## src/core/lail_pkg.sv

```systemverilog
package lail_pkg;
    // I/O port addresses
    localparam logic [15:0] KBD_DATA_PORT     = 16'h0060;
    localparam logic [15:0] MAILBOX_PORT_LO   = 16'h0062;
    localparam logic [15:0] KBD_CMD_PORT      = 16'h0064;
    localparam logic [15:0] MAILBOX_PORT_HI   = 16'h0066;
    localparam logic [15:0] CLOCK_INDEX_PORT  = 16'h0070;
    localparam logic [15:0] FAST_GATE_PORT    = 16'h0092;
    localparam logic [15:0] SENSE_LOW_PORT    = 16'h04d0;
    localparam logic [15:0] SENSE_HIGH_PORT   = 16'h04d1;
    localparam logic [15:0] IDE_PRI_BASE      = 16'h01f0;
    localparam logic [15:0] IDE_PRI_CTRL      = 16'h03f6;
    localparam logic [15:0] IDE_SEC_BASE      = 16'h0170;
    localparam logic [15:0] IDE_SEC_CTRL      = 16'h0376;
    // Upper 13 bits select an eight-port IDE block
    localparam int          IDE_BLOCK_LSB     = 3;

    // Reset values
    localparam logic [7:0]  FAST_GATE_RESET   = 8'h02;
    localparam logic [7:0]  SENSE_RESET       = 8'h00;
    localparam logic [7:0]  CLOCK_INDEX_RESET = 8'h00;

    // Field layouts
    localparam logic [7:0]  FAST_GATE_MASK    = 8'h03;
    localparam int          A20_ENABLE_BIT    = 1;
    localparam int          FAST_RESET_BIT    = 0;
    localparam int          NMI_MASK_BIT      = 7;
    localparam logic [7:0]  SENSE_LOW_MASK    = 8'hfa;
    localparam logic [7:0]  SENSE_HIGH_MASK   = 8'hde;
    localparam int          KBD_A20_BIT       = 1;

    // Keyboard controller commands
    localparam logic [7:0]  KBD_CMD_WRITE_OUT = 8'hd1;
    localparam logic [7:0]  KBD_CMD_PULSE_RST = 8'hfe;

    // Keyboard command sequence states
    typedef enum logic [1:0] {
        LAIL_SEQ_IDLE = 2'b01,
        LAIL_SEQ_DATA = 2'b10
    } lail_seq_t;
endpackage : lail_pkg

```

## src/core/lail_port_logic.sv

```systemverilog
`timescale 1ns/10ps

// Summary of operation
// - Keyboard command port accesses go to ISA
// - Fast gate/reset sequences when enabled act
// - Mailbox ports assert ROM select when enabled
// - Fast gate bit 1 zero masks A20 unless the enabled keyboard A20 gate is set
// - Fast gate bit 0 going from 0 to 1 raises warm-reset interrupt
// - Clock index write-only; bit 7 masks NMI
// - Clock index write goes to ISA, latch pulse
// - Last clock index kept as shadow copy
// - Enabled IDE ranges drive IDE, no ISA
// - Low sense register: lines 7,6,5,4,3,1
// - High sense register: lines 15,14,12,11,10,9
// - Sense registers read/write, reset zero
// - Controller level mode overrides sense bits
// - Sense bit set makes line level-sensitive
module lail_port_logic (
    // Clock and reset
    input  wire logic        sys_clk_i,
    input  wire logic        resetn_i,
    // Host I/O cycle
    input  wire logic [15:0] io_addr_i,
    input  wire logic [7:0]  io_wdata_i,
    input  wire logic        io_wr_i,
    input  wire logic        io_rd_i,
    output logic      [7:0]  io_rdata_o,
    output logic             io_rd_valid_o,
    // Configuration bits
    input  wire logic        fast_gate_reset_en_i,
    input  wire logic        mailbox_decode_en_i,
    input  wire logic        ide_enable_i,
    input  wire logic [15:0] irq_ctrl_level_mode_i,
    // ISA cycle
    output logic             isa_cycle_o,
    output logic             isa_write_o,
    output logic      [15:0] isa_addr_o,
    output logic      [7:0]  isa_data_o,
    // Side-band outputs
    output logic             keyboard_rom_chip_select_o,
    output logic             clock_chip_addr_latch_o,
    output logic             ide_primary_sel_o,
    output logic             ide_secondary_sel_o,
    output logic             address_bit20_mask_o,
    output logic             warm_reset_event_o,
    output logic             warm_cpu_reset_o,
    output logic             nmi_mask_o,
    output logic      [7:0]  clock_index_shadow_o,
    output logic      [15:0] irq_level_sense_o
);

    logic            access;
    logic            hit_kbd_cmd;
    logic            hit_kbd_data;
    logic            hit_mailbox;
    logic            hit_clock;
    logic            hit_fast_gate;
    logic            hit_sense_lo;
    logic            hit_sense_hi;
    logic            hit_ide_pri;
    logic            hit_ide_sec;
    logic            internal_hit;
    logic [7:0]      fast_gate_reset_control;
    logic [7:0]      irq_sense_select_low;
    logic [7:0]      irq_sense_select_high;
    logic [7:0]      clock_index_select;
    logic            kbd_a20_gate;
    lail_pkg::lail_seq_t seq_state;
    logic [15:0]     sense_lines;

    // Address decode
    assign access        = io_wr_i | io_rd_i;
    assign hit_kbd_cmd   = io_addr_i == lail_pkg::KBD_CMD_PORT;
    assign hit_kbd_data  = io_addr_i == lail_pkg::KBD_DATA_PORT;
    assign hit_mailbox   = (io_addr_i == lail_pkg::MAILBOX_PORT_LO)
                         | (io_addr_i == lail_pkg::MAILBOX_PORT_HI);
    assign hit_clock     = io_addr_i == lail_pkg::CLOCK_INDEX_PORT;
    assign hit_fast_gate = io_addr_i == lail_pkg::FAST_GATE_PORT;
    assign hit_sense_lo  = io_addr_i == lail_pkg::SENSE_LOW_PORT;
    assign hit_sense_hi  = io_addr_i == lail_pkg::SENSE_HIGH_PORT;
    assign hit_ide_pri   = ide_enable_i
        & ((io_addr_i[15:lail_pkg::IDE_BLOCK_LSB]
            == lail_pkg::IDE_PRI_BASE[15:lail_pkg::IDE_BLOCK_LSB])
           | (io_addr_i == lail_pkg::IDE_PRI_CTRL));
    assign hit_ide_sec   = ide_enable_i
        & ((io_addr_i[15:lail_pkg::IDE_BLOCK_LSB]
            == lail_pkg::IDE_SEC_BASE[15:lail_pkg::IDE_BLOCK_LSB])
           | (io_addr_i == lail_pkg::IDE_SEC_CTRL));
    // Clock index reads are not answered here, they fall through to ISA
    assign internal_hit  = hit_fast_gate | hit_sense_lo | hit_sense_hi;

    // Fast gate control register, reserved bits held at zero
    always_ff @(posedge sys_clk_i)
    begin
        if (!resetn_i)
            fast_gate_reset_control <= lail_pkg::FAST_GATE_RESET;
        else if (io_wr_i && hit_fast_gate)
            fast_gate_reset_control <= io_wdata_i & lail_pkg::FAST_GATE_MASK;
    end

    // Warm-reset interrupt only on a 0 to 1 change of bit 0
    always_ff @(posedge sys_clk_i)
    begin
        if (!resetn_i)
            warm_reset_event_o <= 1'b0;
        else
            warm_reset_event_o <= io_wr_i && hit_fast_gate
                && io_wdata_i[lail_pkg::FAST_RESET_BIT]
                && !fast_gate_reset_control[lail_pkg::FAST_RESET_BIT];
    end

    // Keyboard command sequence tracker
    always_ff @(posedge sys_clk_i)
    begin
        if (!resetn_i)
            seq_state <= lail_pkg::LAIL_SEQ_IDLE;
        else if (io_wr_i && fast_gate_reset_en_i)
        begin
            case (seq_state)
                lail_pkg::LAIL_SEQ_IDLE:
                    if (hit_kbd_cmd && io_wdata_i == lail_pkg::KBD_CMD_WRITE_OUT)
                        seq_state <= lail_pkg::LAIL_SEQ_DATA;
                lail_pkg::LAIL_SEQ_DATA:
                    if (hit_kbd_data || hit_kbd_cmd)
                        seq_state <= lail_pkg::LAIL_SEQ_IDLE;
                default:
                    seq_state <= lail_pkg::LAIL_SEQ_IDLE;
            endcase
        end
        else if (!fast_gate_reset_en_i)
            seq_state <= lail_pkg::LAIL_SEQ_IDLE;
    end

    // Keyboard A20 gate from the output-port data write
    always_ff @(posedge sys_clk_i)
    begin
        if (!resetn_i)
            kbd_a20_gate <= 1'b0;
        else if (io_wr_i && fast_gate_reset_en_i && hit_kbd_data
                 && seq_state == lail_pkg::LAIL_SEQ_DATA)
            kbd_a20_gate <= io_wdata_i[lail_pkg::KBD_A20_BIT];
    end

    // Fast keyboard reset command
    always_ff @(posedge sys_clk_i)
    begin
        if (!resetn_i)
            warm_cpu_reset_o <= 1'b0;
        else
            warm_cpu_reset_o <= io_wr_i && fast_gate_reset_en_i && hit_kbd_cmd
                && io_wdata_i == lail_pkg::KBD_CMD_PULSE_RST;
    end

    // A20 mask when neither source opens the gate
    always_ff @(posedge sys_clk_i)
    begin
        if (!resetn_i)
            address_bit20_mask_o <= 1'b0;
        else
            address_bit20_mask_o <= !fast_gate_reset_control[lail_pkg::A20_ENABLE_BIT]
                && !(fast_gate_reset_en_i && kbd_a20_gate);
    end

    // Clock index port and shadow copy
    always_ff @(posedge sys_clk_i)
    begin
        if (!resetn_i)
            clock_index_select <= lail_pkg::CLOCK_INDEX_RESET;
        else if (io_wr_i && hit_clock)
            clock_index_select <= io_wdata_i;
    end
    assign clock_index_shadow_o = clock_index_select;
    assign nmi_mask_o           = clock_index_select[lail_pkg::NMI_MASK_BIT];

    // Address latch strobe for the clock chip
    always_ff @(posedge sys_clk_i)
    begin
        if (!resetn_i)
            clock_chip_addr_latch_o <= 1'b0;
        else
            clock_chip_addr_latch_o <= io_wr_i && hit_clock;
    end

    // Edge/level select registers
    always_ff @(posedge sys_clk_i)
    begin
        if (!resetn_i)
        begin
            irq_sense_select_low  <= lail_pkg::SENSE_RESET;
            irq_sense_select_high <= lail_pkg::SENSE_RESET;
        end
        else if (io_wr_i)
        begin
            if (hit_sense_lo)
                irq_sense_select_low <= io_wdata_i & lail_pkg::SENSE_LOW_MASK;
            if (hit_sense_hi)
                irq_sense_select_high <= io_wdata_i & lail_pkg::SENSE_HIGH_MASK;
        end
    end

    // Per-line sense, controller level mode wins
    assign sense_lines = {irq_sense_select_high, irq_sense_select_low};
    always_ff @(posedge sys_clk_i)
    begin
        if (!resetn_i)
            irq_level_sense_o <= 16'h0000;
        else
            irq_level_sense_o <= sense_lines | irq_ctrl_level_mode_i;
    end

    // Read answer for internal registers
    always_ff @(posedge sys_clk_i)
    begin
        if (!resetn_i)
        begin
            io_rd_valid_o <= 1'b0;
            io_rdata_o    <= 8'h00;
        end
        else
        begin
            io_rd_valid_o <= io_rd_i && internal_hit && !hit_ide_pri && !hit_ide_sec;
            if (io_rd_i && hit_fast_gate)
                io_rdata_o <= fast_gate_reset_control;
            else if (io_rd_i && hit_sense_lo)
                io_rdata_o <= irq_sense_select_low;
            else if (io_rd_i && hit_sense_hi)
                io_rdata_o <= irq_sense_select_high;
            else
                io_rdata_o <= 8'h00;
        end
    end

    // ISA forwarding of all unclaimed cycles
    always_ff @(posedge sys_clk_i)
    begin
        if (!resetn_i)
        begin
            isa_cycle_o <= 1'b0;
            isa_write_o <= 1'b0;
            isa_addr_o  <= 16'h0000;
            isa_data_o  <= 8'h00;
        end
        else
        begin
            isa_cycle_o <= access && !internal_hit
                && !hit_ide_pri && !hit_ide_sec;
            isa_write_o <= io_wr_i;
            if (access)
            begin
                isa_addr_o <= io_addr_i;
                isa_data_o <= io_wdata_i;
            end
        end
    end

    // Mailbox chip select and IDE selects
    always_ff @(posedge sys_clk_i)
    begin
        if (!resetn_i)
        begin
            keyboard_rom_chip_select_o <= 1'b0;
            ide_primary_sel_o          <= 1'b0;
            ide_secondary_sel_o        <= 1'b0;
        end
        else
        begin
            keyboard_rom_chip_select_o <= access && hit_mailbox && mailbox_decode_en_i;
            ide_primary_sel_o          <= access && hit_ide_pri;
            ide_secondary_sel_o        <= access && hit_ide_sec;
        end
    end
endmodule : lail_port_logic

```

## config.mk

```make
export PLATFORM = sky130hd
export DESIGN_NAME = lail_port_logic
export DESIGN_NICKNAME = d
export VERILOG_FILES = /design/src/core/lail_pkg.sv /design/src/core/lail_port_logic.sv
export SDC_FILE = /design/constraint.sdc
export NUM_CORES = 1
export LEC_CHECK = 0
export ABC_AREA = 1
export BUFFER_PORTS_ARGS = -buffer_cell sky130_fd_sc_hd__buf_2
export CORE_MARGIN = 8
export CORE_UTILIZATION = 49
export CTS_CLUSTER_SIZE = 14
export DETAILED_ROUTE_END_ITERATION = 10
export GPL_TIMING_DRIVEN = 0
export MAX_ROUTING_LAYER = met4
export PLACE_DENSITY = 0.91
export REMOVE_ABC_BUFFERS = 1
export SETUP_SLACK_MARGIN = 0.1
export SLEW_MARGIN = 40
export SYNTH_ARGS = -nofsm -noshare
export SYNTH_HDL_FRONTEND = slang
export SYNTH_SLANG_ARGS = --single-unit
```

## constraint.sdc

```tcl
create_clock -name sys_clk_i -period 1.7 [get_ports sys_clk_i]
set_input_delay 0.51 -clock sys_clk_i [delete_from_list [all_inputs] [get_ports sys_clk_i]]
set_output_delay 0.51 -clock sys_clk_i [all_outputs]
set_load 0.05 [all_outputs]
```

==> results.tsv <==
stage	metric	value	unit
global_routing	grt_overflow	0	
yosys	netlist_area	3220	sq um
layout	nets	571	
sta	finClkSkew	0.00609	ns
yosys	yosysTopAreaCell	dfxtp_1	
placed_design	gp_congestion	0.910	
detailed_routing	drc	0	
die	placementRows	29	
placed_design	place_ws	-0.896	ns
setup_path	cp_data_arrival_time	1.77	ns
global_routing	grt_pass1_vias	3021	
yosys	synthFlopType	dfxtp_1	
power	p_leak	2.03	nW
layout	fillers	552	
die	initial_core_util	0.508	
clocking	path_clk_slew	0.08	ns
yosys	synth_seq_cells	83	
sta	min_period	1.52	ns
clocking	htree_levels	3	
detailed_routing	wl	8960	um
sta	setup_slack	0.180	ns
die	coreArea	6350	sq um
layout	seq_area	1660	sq um
yosys	synthSimpleGateAreaFrac	0.265	
layout	multi_input_area	1320	sq um
global_routing	grt_max_degree	58	
yosys	synth.distinct_cells	31	
yosys	synth.area.mux_share	0	
layout	diodes	0	
clocking	cts.sink_count	83	
sta	rsz0062_at_grt	no	
clocking	cts_max_path_buffers	2	
sta	period_share	0.894	
status	status	complete, no violations	
sta	finalSetupViolCount	0	
setup_path	worstSetupEndpointType	register	
global_routing	grt_pass1_wl	14400	um
clocking	cts_root_buf	clkbuf_8	
power	power.density	998	nW/um^2
sta	max_freq	658	MHz
detailed_routing	postRouteAntennaNets	0	
detailed_routing	post_drt_wl_per_cell	14.8	um
clocking	hold_buffers	0	
die	io_pins	114	
die	die_area	9430	sq um
yosys	synthArstFlopShare	0	
setup_path	crit_fanout	10	
yosys	synth.most_common_cell	dfxtp_1	
clocking	clk_latency	0.35	ns
min_path	hp-class	input port to register	
yosys	synth_compound_area_frac	0.140	
detailed_routing	detail_route.iter0.violations	271	
setup_path	critical_path_class	input port to register	
yosys	synth-edff-count	0	
yosys	synth_fa_ha_area_frac	0	
power	p_int	0.00288	W
layout	areaGrowthSynthToFinish	26.4	%
sta	slew_headroom	0.719	
sta	slew_viol_final	0	
setup_path	worstPathRequired	1.95	ns
placed_design	dp.final_hpwl	6480	um
yosys	synth_top_area_share	0.515	
power	clkPwrFrac	0.362	
detailed_routing	vias_per_cell	5.07	
sta	tightest_slew	0.419	ns
clocking	cts-buffers-inserted	9	
yosys	yosys-top-cells-area	dfxtp_1, nor2_1, nand2_1	
die	dieHeight	97.1	um
yosys	synth_top_family_by_area	simple AND/OR/NAND/NOR gates	
detailed_routing	vias	3073	
setup_path	worstSetupStartpointType	input port	
global_routing	track_usage	0.190	
power	pwr-share-seq	0.499	
detailed_routing	dr.pass1.iters	5	
power	vdd_ir_drop_max	0.000767	V
yosys	yosys_warnings	0	
power	pwr-share-comb	0.139	
yosys	avgSynthCellArea	7.86	sq um
power	switching_share	0.292	
die	fp.dieW	97.1	um
global_routing	antenna_found_initial	0	
yosys	synth-xor-area-share	0	
yosys	ys_seq_area_frac	0.515	
yosys	syn_inst	410	
sta	final_hold_viol_count	0	
layout	drive_gt1_frac	0.314	
placed_design	port_buffers	113	
layout	utilization	0.642	
power	power.switching	0.00119	W
yosys	synth_commonest_cells	dfxtp_1, nor2_1, nand2_1, inv_1, a21oi_1	
clocking	cts_tree	done	
job	max-cap-violations	0	
repair_timing:
action	CTS	global route
setup buffers	1	3
hold endpoints to repair	0	0
setup endpoints to repair	44	24
pin swaps	0	1
gates resized for setup	4	2
cloned	1	0
per-stage QoR:
step                      hold WS, ns  cells  instance area [sq um]  total power, W  TNS [ns]
after floorplan                 0.414    395                   3150         0.00244         0
after global placement          0.429    585                   3810         0.00262    -18.85
after detailed placement        0.437    585                   3810         0.00263    -21.82
after CTS                       0.326    603                   4050         0.00410         0
after global routing            0.321    606                   4080         0.00424         0
final                           0.334    606                   4080         0.00407         0
critical path, stage by stage:
cell and delay (ns):
buf_2 0.10, nor2_1 0.17, nand2_1 0.13, nor2_4 0.27, nand3_1 0.20, nand2_2 0.18, inv_2 0.05, and3_1 0.16
metal layers:
| layer | share of wire | GRT usage | up-vias | wire [um] |
|---|---|---|---|---|
| met1 | 0.42 | 0.209 | 1375 | 3740 |
| met3 | 0.089 | 0.0718 | 10 | 798 |
| met4 | 0.0079 | 0.0639 | 0 | 71 |
| met5 | 0 | - | - | 0 |
| li1 | - | - | 1545 | - |
| met2 | 0.49 | 0.310 | 143 | 4350 |
layout make-up:
cell class / count / share of cell area
well taps: 77 / 0.0236
inverters: 48 / 0.0457
clock inverters: 6 / 0.0178
clock buffers: 10 / 0.0338
multi-input cells: 264 / 0.323
repair inverters: 1 / 0.00123
repair buffers: 117 / 0.148
flip-flops and latches: 83 / 0.408
placed cells by master (no fill, tap or decap), types with 3 or more instances in the layout:
cell and count:
nor2_1 71, nand3_1 18, clkbuf_8 10, inv_2 6
buf_2 112, o21ai_0 23, nand2_1 52, buf_4 4
dfxtp_1 83, o21ai_1 21, nand4_1 6, nor3_1 6
a21oi_2 4, nor2_2 6, nor4_1 3, a21oi_1 36
inv_1 40, nor2_4 6
power groups by stage:
stage	combinational, W	clock (W)	sequential (W)
after floorplan	0.000137	0	0.00230
after global placement	0.000548	0	0.00207
after detailed placement	0.000559	0	0.00207
after CTS	0.000567	0.00150	0.00203
after global routing	0.000607	0.00160	0.00204
final	0.000566	0.00147	0.00203
registers in the layout (all words and copies together) (netlist names):
register / cells
warm_reset_event_o: 1
isa_write_o: 1
seq_state: 2
clock_index_shadow_o: 8
ide_secondary_sel_o: 1
irq_sense_select_high: 6
isa_addr_o: 16
warm_cpu_reset_o: 1
keyboard_rom_chip_select_o: 1
isa_cycle_o: 1
io_rd_valid_o: 1
io_rdata_o: 8
clock_chip_addr_latch_o: 1
kbd_a20_gate: 1
fast_gate_reset_control: 2
irq_level_sense_o: 16
ide_primary_sel_o: 1
address_bit20_mask_o: 1
isa_data_o: 8
irq_sense_select_low: 6
cell families (layout without fill, tap and decap cells):
logic type / after synthesis / count (layout)
AO/OA/AOI/OAI: 86 / 86
buffers and inverters: 63 / 182
flip-flops: 83 / 83
AND/OR/NAND/NOR: 178 / 178
final timing paths:
check / slack (ns) / cells past startpoint / start / end
min: 0.33 / 3 / irq_ctrl_level_mode_i[0] / irq_level_sense_o[0]
max reg2reg: 0.59 / 8 / seq_state[0] / seq_state[0]
max: 0.18 / 8 / io_addr_i[13] / io_rdata_o[5]
min reg2reg: 0.45 / 2 / clock_index_shadow_o[0] / clock_index_shadow_o[0]
Power figures use the tool's default switching activity.
